<file path="config.mk">
export PLATFORM = sky130hd
export DESIGN_NAME = refclk_ctrl
export DESIGN_NICKNAME = d
export VERILOG_FILES = /design/src/logic/refclk_pkg.sv /design/src/logic/refclk_ctrl.sv /design/src/logic/wake_counter.sv
export SDC_FILE = /design/constraint.sdc
export NUM_CORES = 1
export LEC_CHECK = 0
export ABC_AREA = 1
export BUFFER_PORTS_ARGS = -buffer_cell sky130_fd_sc_hd__buf_2
export CAP_MARGIN = 20
export CORE_MARGIN = 3
export CORE_UTILIZATION = 30
export DETAILED_ROUTE_END_ITERATION = 6
export PLACE_DENSITY = 0.49
export SYNTH_ARGS = -nofsm -noshare
export SYNTH_HDL_FRONTEND = slang
export SYNTH_SLANG_ARGS = --single-unit
</file>
<file path="constraint.sdc">
create_clock -name i_clk -period 1.75 [get_ports i_clk]
set_clock_uncertainty 0.2 [all_clocks]
set_input_delay 0.2625 -clock i_clk [delete_from_list [all_inputs] [get_ports i_clk]]
set_output_delay 0.2625 -clock i_clk [all_outputs]
set_load 0.05 [all_outputs]
</file>
<file path="src/logic/refclk_pkg.sv">
// shared constants and carriers for the clock/reference mode controller
// assumes a 125 MHz system clock and an external serial clock sampled as a pin
package refclk_pkg;
    localparam logic [1:0] CKM_INT_TRIG = 2'h0;
    localparam logic [1:0] CKM_INT_EXTACQ = 2'h1;
    localparam logic [1:0] CKM_INT_AIN = 2'h2;
    localparam logic [1:0] CKM_EXT_SCLK = 2'h3;
    localparam logic [1:0] REFM_INT_BOTH = 2'h0;
    localparam logic [1:0] REFM_EXT_SE = 2'h1;
    localparam logic [1:0] REFM_INT_ADC = 2'h2;
    localparam logic [1:0] REFM_EXT_DIFF = 2'h3;
    localparam int CKM_HI_BIT = 5;
    localparam int CKM_LO_BIT = 4;
    localparam int REFM_HI_BIT = 3;
    localparam int REFM_LO_BIT = 2;
    localparam logic [1:0] CKM_RESET = 2'h2;
    localparam logic [1:0] REFM_RESET = 2'h2;
    localparam logic [7:0] SETUP_RESET = 8'h68;
    localparam logic [8:0] AIN_WAKE_CYC = 9'h0da;
    localparam logic [8:0] TEMP_WAKE_CYC = 9'h0f4;
    localparam logic [8:0] TEMP_ON_CYC = 9'h0bc;
    // internal conversion clock divider (system cycles per conversion clock)
    localparam logic [3:0] INT_CLK_DIV = 4'h8;
    // apb register map
    localparam logic [7:0] ADDR_SETUP = 8'h00;
    localparam logic [7:0] ADDR_CTRL = 8'h04;
    localparam logic [7:0] ADDR_STATUS = 8'h08;
    localparam int CTRL_FORCE_BIAS_ON_BIT = 0;
    localparam int CTRL_SCAN_BIT = 1;
    localparam int CTRL_TEMP_BIT = 2;
    localparam int CTRL_DACUP_BIT = 3;
    localparam int CTRL_DACPD_BIT = 4;

    typedef struct packed {
        logic [1:0] clock_mode;
        logic [1:0] reference_mode;
    } setup_s;

    typedef struct packed {
        logic internal_conv_clk;
        logic internal_acq;
        logic start_is_trigger;
        logic adc_ref_internal;
        logic adc_ref_differential;
        logic dac_ref_internal;
    } route_s;
endpackage

</file>
<file path="src/logic/refclk_ctrl.sv">
// clock-mode and reference-mode controller with apb register access
// assumes an apb master on i_clk; serial clock arrives as an unsynchronised pin
// Overview of operation
// - modes 00/10 internal clock, internal acquisition
// - mode 01 acquisition timed by start pin
// - mode 11 serial clock converts, pin analog
// - ref mode 00 off after scan, 218 wait
// - temperature request wakes reference, waits 244
// - ref mode 01 external single-ended, no internal
// - ref mode 10 default, 218 restart wait
// - ref mode 11 external differential adc reference
// - force bias bit keeps reference on
// - dac powered up with mode 00 keeps on
// - dac pulldown to reference with 00 keeps on
// - always-on reference still waits 188 for temperature
// - clock mode bits 5:4, reference bits 3:2
//
// Design decisions made here: the APB interface to the registers and the address map.
`timescale 1ns/1ns
module refclk_ctrl (
    input wire logic i_clk,
    input wire logic i_rst_n,
    input wire logic i_psel,
    input wire logic i_penable,
    input wire logic i_pwrite,
    input wire logic [7:0] i_paddr,
    input wire logic [31:0] i_pwdata,
    output logic [31:0] o_prdata,
    output logic o_pready,
    output logic o_pslverr,
    input wire logic i_sclk,
    input wire logic i_convert_start_pin,
    output logic o_convert_start_is_trigger,
    output logic o_internal_conv_clk,
    output logic o_internal_acq,
    output logic o_ref_on,
    output logic o_adc_ref_internal,
    output logic o_adc_ref_differential,
    output logic o_dac_ref_internal,
    output logic o_conv_go,
    output logic o_temp_go
);
    typedef enum logic [2:0] {IDLE, WAKE, SETTLE, CONVERT} phase_e;

    logic [7:0] setup_ff;
    logic [4:0] ctrl_ff;
    refclk_pkg::setup_s cfg;
    refclk_pkg::route_s route;
    phase_e state_ff;
    phase_e nxt_state;
    logic ref_awake_ff;
    logic [1:0] sclk_sync_ff;
    logic sclk_prev_ff;
    logic [1:0] start_sync_ff;
    logic start_prev_ff;
    logic [3:0] div_ff;
    logic int_tick;
    logic ext_tick;
    logic conv_tick;
    logic start_fall;
    logic scan_req;
    logic temp_pending_ff;
    logic always_on;
    logic wc_load;
    logic [8:0] wc_count;
    logic wc_busy;
    logic wc_done;
    logic apb_wr;
    logic apb_rd;
    logic addr_ok;

    assign cfg.clock_mode = setup_ff[refclk_pkg::CKM_HI_BIT:refclk_pkg::CKM_LO_BIT];
    assign cfg.reference_mode = setup_ff[refclk_pkg::REFM_HI_BIT:refclk_pkg::REFM_LO_BIT];

    always_comb begin
        route.internal_conv_clk = (cfg.clock_mode != refclk_pkg::CKM_EXT_SCLK);
        route.internal_acq = (cfg.clock_mode == refclk_pkg::CKM_INT_TRIG) ||
                             (cfg.clock_mode == refclk_pkg::CKM_INT_AIN);
        route.start_is_trigger = !cfg.clock_mode[1];
        route.adc_ref_internal = (cfg.reference_mode == refclk_pkg::REFM_INT_BOTH) ||
                                 (cfg.reference_mode == refclk_pkg::REFM_INT_ADC);
        route.adc_ref_differential =
            (cfg.reference_mode == refclk_pkg::REFM_EXT_DIFF);
        route.dac_ref_internal = (cfg.reference_mode == refclk_pkg::REFM_INT_BOTH);
    end

    // apb slave: zero wait states, unmapped address answers slverr
    assign apb_wr = i_psel && i_penable && i_pwrite;
    assign apb_rd = i_psel && !i_penable && !i_pwrite;
    assign addr_ok = (i_paddr == refclk_pkg::ADDR_SETUP) ||
                     (i_paddr == refclk_pkg::ADDR_CTRL) ||
                     (i_paddr == refclk_pkg::ADDR_STATUS);

    always_ff @(posedge i_clk) begin
        if (!i_rst_n) begin
            setup_ff <= refclk_pkg::SETUP_RESET;
            ctrl_ff <= 5'h00;
        end else begin
            // scan request bit is self-clearing once taken; the temp request bit stays set
            if (state_ff == IDLE && scan_req) begin
                ctrl_ff[refclk_pkg::CTRL_SCAN_BIT] <= 1'b0;
            end
            if (apb_wr && i_paddr == refclk_pkg::ADDR_SETUP) begin
                setup_ff <= i_pwdata[7:0];
            end else if (apb_wr && i_paddr == refclk_pkg::ADDR_CTRL) begin
                ctrl_ff <= i_pwdata[4:0];
            end
        end
    end

    always_ff @(posedge i_clk) begin
        if (!i_rst_n) begin
            o_prdata <= 32'h0000_0000;
            o_pready <= 1'b0;
            o_pslverr <= 1'b0;
        end else begin
            o_pready <= i_psel && !i_penable;
            o_pslverr <= i_psel && !i_penable && !addr_ok;
            if (apb_rd) begin
                if (i_paddr == refclk_pkg::ADDR_SETUP) begin
                    o_prdata <= {24'h000000, setup_ff};
                end else if (i_paddr == refclk_pkg::ADDR_CTRL) begin
                    o_prdata <= {27'h0, ctrl_ff};
                end else if (i_paddr == refclk_pkg::ADDR_STATUS) begin
                    o_prdata <= {26'h0, ref_awake_ff, wc_busy, 1'b0, state_ff};
                end else begin
                    o_prdata <= 32'h0000_0000;
                end
            end
        end
    end

    // pin synchronisers; first stage is read only by the second
    always_ff @(posedge i_clk) begin
        if (!i_rst_n) begin
            sclk_sync_ff <= 2'h0;
            sclk_prev_ff <= 1'b0;
            start_sync_ff <= 2'h3;
            start_prev_ff <= 1'b1;
        end else begin
            sclk_sync_ff <= {sclk_sync_ff[0], i_sclk};
            sclk_prev_ff <= sclk_sync_ff[1];
            start_sync_ff <= {start_sync_ff[0], i_convert_start_pin};
            start_prev_ff <= start_sync_ff[1];
        end
    end

    assign ext_tick = sclk_sync_ff[1] && !sclk_prev_ff;
    assign start_fall = !start_sync_ff[1] && start_prev_ff;

    always_ff @(posedge i_clk) begin
        if (!i_rst_n) begin
            div_ff <= 4'h0;
        end else if (div_ff == refclk_pkg::INT_CLK_DIV - 4'h1) begin
            div_ff <= 4'h0;
        end else begin
            div_ff <= div_ff + 4'h1;
        end
    end

    assign int_tick = (div_ff == refclk_pkg::INT_CLK_DIV - 4'h1);
    assign conv_tick = route.internal_conv_clk ? int_tick : ext_tick;

    // write in modes 1x, falling pin edge in modes 0x
    assign scan_req = route.start_is_trigger ? start_fall : ctrl_ff[refclk_pkg::CTRL_SCAN_BIT];

    assign always_on = ctrl_ff[refclk_pkg::CTRL_FORCE_BIAS_ON_BIT] ||
        (cfg.reference_mode == refclk_pkg::REFM_INT_BOTH &&
         (ctrl_ff[refclk_pkg::CTRL_DACUP_BIT] ||
          ctrl_ff[refclk_pkg::CTRL_DACPD_BIT]));

    always_comb begin
        nxt_state = state_ff;
        wc_load = 1'b0;
        wc_count = 9'h000;
        case (state_ff)
            IDLE: begin
                if (scan_req) begin
                    wc_load = 1'b1;
                    nxt_state = WAKE;
                    if (ctrl_ff[refclk_pkg::CTRL_TEMP_BIT]) begin
                        if (always_on) begin
                            wc_count = refclk_pkg::TEMP_ON_CYC;
                        end else begin
                            wc_count = refclk_pkg::TEMP_WAKE_CYC;
                        end
                    end else if (route.adc_ref_internal && !ref_awake_ff && !always_on) begin
                        wc_count = refclk_pkg::AIN_WAKE_CYC;
                    end else begin
                        wc_load = 1'b0;
                        nxt_state = CONVERT;
                    end
                end
            end
            WAKE: begin
                if (wc_done) begin
                    nxt_state = CONVERT;
                end
            end
            SETTLE: begin
                nxt_state = CONVERT;
            end
            CONVERT: begin
                nxt_state = IDLE;
            end
            default: begin
                nxt_state = IDLE;
            end
        endcase
    end

    always_ff @(posedge i_clk) begin
        if (!i_rst_n) begin
            state_ff <= IDLE;
            temp_pending_ff <= 1'b0;
        end else begin
            state_ff <= nxt_state;
            if (state_ff == IDLE && scan_req) begin
                temp_pending_ff <= ctrl_ff[refclk_pkg::CTRL_TEMP_BIT];
            end
        end
    end

    // reference drops after each scan unless an override holds it
    always_ff @(posedge i_clk) begin
        if (!i_rst_n) begin
            ref_awake_ff <= 1'b0;
        end else if (always_on) begin
            ref_awake_ff <= 1'b1;
        end else if (state_ff == IDLE && nxt_state == WAKE) begin
            ref_awake_ff <= 1'b1;
        end else if (state_ff == IDLE && nxt_state == CONVERT) begin
            ref_awake_ff <= route.adc_ref_internal;
        end else if (state_ff == CONVERT) begin
            ref_awake_ff <= 1'b0;
        end
    end

    wake_counter u_wake (
        .i_clk(i_clk),
        .i_rst_n(i_rst_n),
        .i_load(wc_load),
        .i_count(wc_count),
        .i_tick(conv_tick),
        .o_busy(wc_busy),
        .o_done(wc_done)
    );

    always_ff @(posedge i_clk) begin
        if (!i_rst_n) begin
            o_convert_start_is_trigger <= 1'b1;
            o_internal_conv_clk <= 1'b1;
            o_internal_acq <= 1'b1;
            o_ref_on <= 1'b0;
            o_adc_ref_internal <= 1'b1;
            o_adc_ref_differential <= 1'b0;
            o_dac_ref_internal <= 1'b0;
            o_conv_go <= 1'b0;
            o_temp_go <= 1'b0;
        end else begin
            o_convert_start_is_trigger <= route.start_is_trigger;
            o_internal_conv_clk <= route.internal_conv_clk;
            o_internal_acq <= route.internal_acq;
            o_ref_on <= ref_awake_ff || always_on;
            o_adc_ref_internal <= route.adc_ref_internal;
            o_adc_ref_differential <= route.adc_ref_differential;
            o_dac_ref_internal <= route.dac_ref_internal;
            o_conv_go <= (nxt_state == CONVERT) && (state_ff != CONVERT);
            o_temp_go <= (nxt_state == CONVERT) && (state_ff != CONVERT) &&
                         (state_ff == WAKE ? temp_pending_ff : 1'b0);
        end
    end
endmodule

</file>
<file path="src/logic/wake_counter.sv">
// down counter for reference wake-up delays, stepped by conversion clock ticks
// assumes i_tick is a one-cycle enable in the i_clk domain
`timescale 1ns/1ns
module wake_counter (
    input wire logic i_clk,
    input wire logic i_rst_n,
    input wire logic i_load,
    input wire logic [8:0] i_count,
    input wire logic i_tick,
    output logic o_busy,
    output logic o_done
);
    logic [8:0] cnt_ff;

    always_ff @(posedge i_clk) begin
        if (!i_rst_n) begin
            cnt_ff <= 9'h000;
            o_done <= 1'b0;
        end else if (i_load) begin
            cnt_ff <= i_count;
            o_done <= 1'b0;
        end else if (i_tick && cnt_ff != 9'h000) begin
            cnt_ff <= cnt_ff - 9'h001;
            o_done <= (cnt_ff == 9'h001);
        end else begin
            o_done <= 1'b0;
        end
    end

    assign o_busy = (cnt_ff != 9'h000);
endmodule

</file>
==> run summary, run 1 <==
outcome = finished clean
sequential share of power = 46.8%
gpl congestion = 0.826
worst hold endpoint = setup_ff[4]
Post-synth top flop = dfxtp_1
worst skew pair latency = 340 ps
WL final = 6270 µm
PwrDens = 845 mW/mm²
CTS Buf Count = 9
Congestion Overflow GR = 0
via count = 2422
fin crit period = 1610 ps
vias in the first global route = 2266
gr usage total = 12.9%
Routed WL per cell = 11.4 µm
number of synthesized flops with an enable pin = 0
commonest non-fill, non-tap cell in the layout = nand2_1
drt first pass iters = 4
Cell Area, Placed = 0.00306 mm²
Compound-Gate Fraction of Synth Area = 9.88%
switching power = 0.000806 W
Period Utilization, post-route = 92.1%
row count = 34
first-pass GRT wire length = 10500 µm
most frequent cells in the layout = 73 x nand2_1, 56 x dfxtp_1, 42 x inv_1
area share of xor/xnor cells in the synthesized design = 0.956%
layout cells sized above 1 = 24.7%
reg2reg setup slack = 140 ps
main combinational cell family by area after synthesis = simple AND/OR/NAND/NOR gates
clk sink count = 57
die span in y = 102 µm
Synthesis Warnings = 0
FFs w/ async S/R, synth = 0%
flops & latches, synth = 57
Min-Delay Path Depth = 3
internal power = 0.00204 W
synthesized area per cell = 7.47 µm²
Hold WC Path Type = in -> reg
Setup TNS Final = 0 ps
1st-iter DRT viols = 65
clk slew on worst S/H paths = 80 ps
post-synthesis adder-cell area fraction = 1.37%
Hold Crit Start = i_pwdata[4]
Synth Area in Simple Gates = 31.4%
TritonCTS clock tree = done
area grow syn2layout = 22.7%
Netlist cell types = 35
multiplexer share of the synthesized area = 0%
Hold Violations, Final = 0
Comb pwr share = 10.6%
design area = 0.00337 mm²
DR DRC count = 0
die area = 0.0103 mm²
Cells after DPL = 524
IO buf count = 41
switching share of power = 28.3%
detail-routed via count per cell = 4.41
CP Max Fanout = 2
Placeable Area = 0.00881 mm²
reg2reg start = u_wake.cnt_ff[0]
setup violators final = 0
# diodes = 0
Slew Limit Fails = 0
Setup crit end kind = flip-flop
CTS root buffer = clkbuf_8
Worst Path Arrival = 1670 ps
final hold slack = 22.3 ps
Initial Util = 31.2%
Cells after Synth = 368
Layout Cells excl Fill = 549
HPWL after DPL = 4560 µm
largest net degree at the start of global routing = 21
area of the mapped netlist = 0.00275 mm²
Max Clk Rate = 0.621 GHz
# Max-Cap Violations = 0
Die X-Extent = 102 µm
required time of the critical path = 1810 ps
IO Count = 90
initial antenna violation count = 0
register area share after synthesis = 41.5%
H-tree levels = 3
leak pwr = 1.66 nW
VDD IR max = 0.000332 V
crit start category = flip-flop
r2r worst-path depth = 11
Reg-to-Reg End = u_wake.cnt_ff[4]
RSZ-0062 raised after global routing = false
CTS max path bufs = 2
Clock power frac = 42.6%
CP Class = reg -> reg
fin nets = 486
Final ANT Viol Nets = 0
-- per-layer routing --
metal,part of all wire [%],global-route usage [%],vias to the layer above
li1,-,-,1254
met1,47,16.1,1093
met2,46,20.5,64
met3,5.3,4.20,11
met4,1.5,5.11,0
met5,0,0,-
-- how the worst max path moves through the flow --
stage / startpoint / end / slack (ps) / depth (start not counted)
floorplan: u_wake.cnt_ff[0] / u_wake.cnt_ff[0] / 190 / 8
global placement: u_wake.cnt_ff[1] / u_wake.cnt_ff[1] / 80 / 10
detailed placement: u_wake.cnt_ff[1] / u_wake.cnt_ff[1] / 40 / 10
CTS: u_wake.cnt_ff[1] / u_wake.cnt_ff[1] / 20 / 10
global route: u_wake.cnt_ff[0] / u_wake.cnt_ff[4] / 9 / 11
finish: u_wake.cnt_ff[0] / u_wake.cnt_ff[4] / 140 / 11
-- what timing repair did --
item | CTS | global route
resized for setup | 0 | 6
setup endpoints to repair | 0 | 8
hold buffers | 8 | 0
endpoints found under the hold margin | 8 | 0
buffers inserted | 0 | 0
-- worst max-delay path, stage by stage (launching register included) --
cell     delay, ps
dfxtp_1        320
inv_1          110
ha_4           160
nand2_2         70
nor2_4         110
buf_4          120
inv_1           40
nor2_1          90
nand3_1        100
nand2_2         60
inv_1           30
a21oi_1        120
-- area by class of cell --
| class | instances | area [µm²] |
|---|---|---|
| clock buffers | 9 | 124 |
| fillers | 935 | 5430 |
| clock inverters | 7 | 71.3 |
| repair buffers | 64 | 398 |
| well taps | 108 | 135 |
| flip-flops and latches | 57 | 1140 |
| multi-input cells | 258 | 1330 |
| inverters | 46 | 175 |
-- cell families after synthesis --
group	after synthesis
buffers and inverters	78
DFF	57
adders and majority gates	3
other	1
and+or+nand+nor	175
AOI/OAI and AO/OA	51
xor gates and xnor gates	3
-- cells in the mapped netlist, types with 2 or more instances --
cell type,instances,area share (%)
a21oi_1,28,5.1
nand3_2,3,1.1
buf_4,24,6.6
nand3_1,35,6.4
nand2_4,5,2.0
nor3_1,3,0.55
nand2_2,7,1.6
a21oi_2,2,0.64
or2_2,3,0.68
o21ai_0,16,2.9
clkbuf_1,5,0.68
nor3_4,2,1.2
inv_1,42,5.7
nand2_1,74,10
nor2_2,4,0.91
nor2_1,32,4.4
ha_1,3,1.4
inv_2,3,0.41
nand4_1,3,0.68
xor2_1,3,0.96
dfxtp_1,57,42
-- power groups by stage --
stage               Clock [W]  Combinational, W  Sequential (W)
finish                0.00121          0.000302         0.00133
global placement            0          0.000286         0.00136
floorplan                   0          0.000221         0.00140
global route          0.00131          0.000327         0.00134
CTS                   0.00126          0.000302         0.00133
detailed placement          0          0.000288         0.00136
-- sequential cells by signal (all words and copies together) (netlist names), 2 cells and up --
signal         cells
o_prdata           8
setup_ff           8
state_ff           3
start_sync_ff      2
div_ff             4
sclk_sync_ff       2
u_wake.cnt_ff      9
ctrl_ff            5
-- through the flow --
stage                     utilization, %  setup slack (ps)  total power [W]
after CTS                           37.9              21.1          0.00289
after global routing                38.3              8.73          0.00297
after floorplan                        -               190          0.00162
final                               38.3               139          0.00285
after global placement              34.8              81.5          0.00165
after detailed placement            34.8              38.5          0.00165
Note: power is estimated with default switching activity, not from simulation.
==> run 2: changes to the inputs <==
RECOVER_POWER = 50   (was unset)
REMOVE_ABC_BUFFERS = 1   (was unset)
==> run summary, run 2 (synthesis results as in run 1) <==
outcome = finished clean
# Max-Cap Violations = 0
CP Class = reg -> out
Most flops, register = u_wake.cnt_ff
setup violators final = 0
HPWL after DPL = 4630 µm
CTS Buf Count = 9
Slew HR = 60.4%
VDD IR max = 0.000531 V
slowest stage delay, CP = 470 ps
r2r worst-path depth = 11
area grow syn2layout = 21.7%
switching share of power = 24.9%
drt first pass iters = 4
final hold slack = 19.8 ps
worst hold endpoint = setup_ff[2]
Max Clk Rate = 0.624 GHz
die area = 0.0103 mm²
row count = 34
PwrDens = 903 mW/mm²
max FFs per register = 9
CP Max Fanout = 2
IO buf count = 41
Placeable Area = 0.00881 mm²
Final ANT Viol Nets = 0
Congestion Overflow GR = 0
detail-routed via count per cell = 4.38
Hold Crit Start = i_pwdata[2]
largest net degree at the start of global routing = 15
Slew Limit Fails = 0
CP delay by family, top = buffers and inverters
clk slew on worst S/H paths = 70 ps
Initial Util = 31.2%
Post-CTS Setup Bufs = 0
Cells after DPL = 524
Period Utilization, post-route = 91.5%
TritonCTS clock tree = done
fin nets = 485
Hold WC Path Type = in -> reg
Reg-to-Reg End = u_wake.cnt_ff[4]
design area = 0.00334 mm²
initial antenna violation count = 0
internal power = 0.00227 W
Die X-Extent = 102 µm
worst-margin pin slew = 597 ps
CTS root buffer = clkbuf_8
Hold Violations, Final = 0
CTS max path bufs = 2
switching power = 0.000752 W
clk sink count = 57
worst-path cell chain = clkbuf_1
vias in the first global route = 2279
DR DRC count = 0
most frequent cells in the layout = 74 x nand2_1, 55 x dfxtp_1, 40 x inv_1
worst skew pair latency = 330 ps
H-tree levels = 3
Comb pwr share = 9.8%
Setup WS pre-CTS = 106 ps
# diodes = 0
Clock power frac = 46.0%
via count = 2400
Routed WL per cell = 11.2 µm
WL final = 6150 µm
min setup slack post-route = 149 ps
die span in y = 102 µm
gpl congestion = 0.774
top flop regs = u_wake.cnt_ff x9, o_prdata x8, setup_ff x8
leak pwr = 1.60 nW
1st-iter DRT viols = 103
layout cells sized above 1 = 19.3%
Setup crit end kind = output pin
first-pass GRT wire length = 10600 µm
sequential share of power = 44.2%
reg2reg start = u_wake.cnt_ff[0]
required time of the critical path = 1290 ps
commonest non-fill, non-tap cell in the layout = nand2_1
total power = 0.00302 W
crit start category = flip-flop
fin crit period = 1600 ps
slowest CP cell = clkbuf_1
Min-Delay Path Depth = 3
Worst Path Arrival = 1140 ps
Cell Area, Placed = 0.00306 mm²
gr usage total = 13.0%
Layout Cells excl Fill = 548
WP buf/inv = 1
reg2reg setup slack = 160 ps
IO Count = 90
run 2: changes by cell type in the layout (fill, tap and decap cells not counted), moves of 2 or more:
cell / previous run / this run
clkinvlp_4: 3 / 0
clkbuf_8: 9 / 11
clkinv_2: 2 / 0
inv_2: 3 / 5
buf_2: 41 / 21
nand2_2: 9 / 7
buf_4: 15 / 12
inv_1: 42 / 40
clkbuf_1: 0 / 25
run 2: worst max path at each step:
stage | start | endpoint | slack [ps] | depth (start not counted)
finish | o_prdata[4] | o_prdata[4] | 150 | 1
global route | u_wake.cnt_ff[0] | u_wake.cnt_ff[4] | -10 | 11
CTS | u_wake.cnt_ff[0] | u_wake.cnt_ff[4] | 70 | 11
detailed placement | u_wake.cnt_ff[0] | u_wake.cnt_ff[4] | 110 | 11
global placement | u_wake.cnt_ff[0] | u_wake.cnt_ff[6] | 110 | 10
floorplan | u_wake.cnt_ff[0] | u_wake.cnt_ff[5] | 190 | 9
run 2: area by class of cell:
class	count	area (µm²)
clock buffer	14	163
clock inverter	2	60.1
fill	936	5460
inverter	46	175
multi-input combinational	257	1310
sequential	57	1140
tap	108	135
timing repair buffer	64	363
run 2: power by group through the flow:
stage | logic (W) | registers [W] | clock network [W]
floorplan | 0.000168 | 0.00140 | 0
global placement | 0.000288 | 0.00136 | 0
detailed placement | 0.000290 | 0.00136 | 0
CTS | 0.000304 | 0.00133 | 0.00144
global route | 0.000319 | 0.00134 | 0.00150
finish | 0.000296 | 0.00133 | 0.00139
run 2: timing repair:
item	4_1_cts	5_1_grt
endpoints found under the hold margin	8	0
setup endpoints to repair	0	8
gates resized for setup	0	6
hold buffers	8	0
run 2: routing by layer:
metal  share of wire (%)  global-route usage (%)
met3                 4.9                    3.99
met4                0.86                    5.32
met5                   0                       0
met1                  47                    16.7
met2                  47                    20.5
run 2: through the flow:
stage	setup TNS, ps	util [%]
2_1_floorplan	0	-
3_3_place_gp	0	34.8
3_5_place_dp	0	34.8
4_1_cts	0	38.2
5_1_grt	-10.1	38.0
6_report	0	38.0
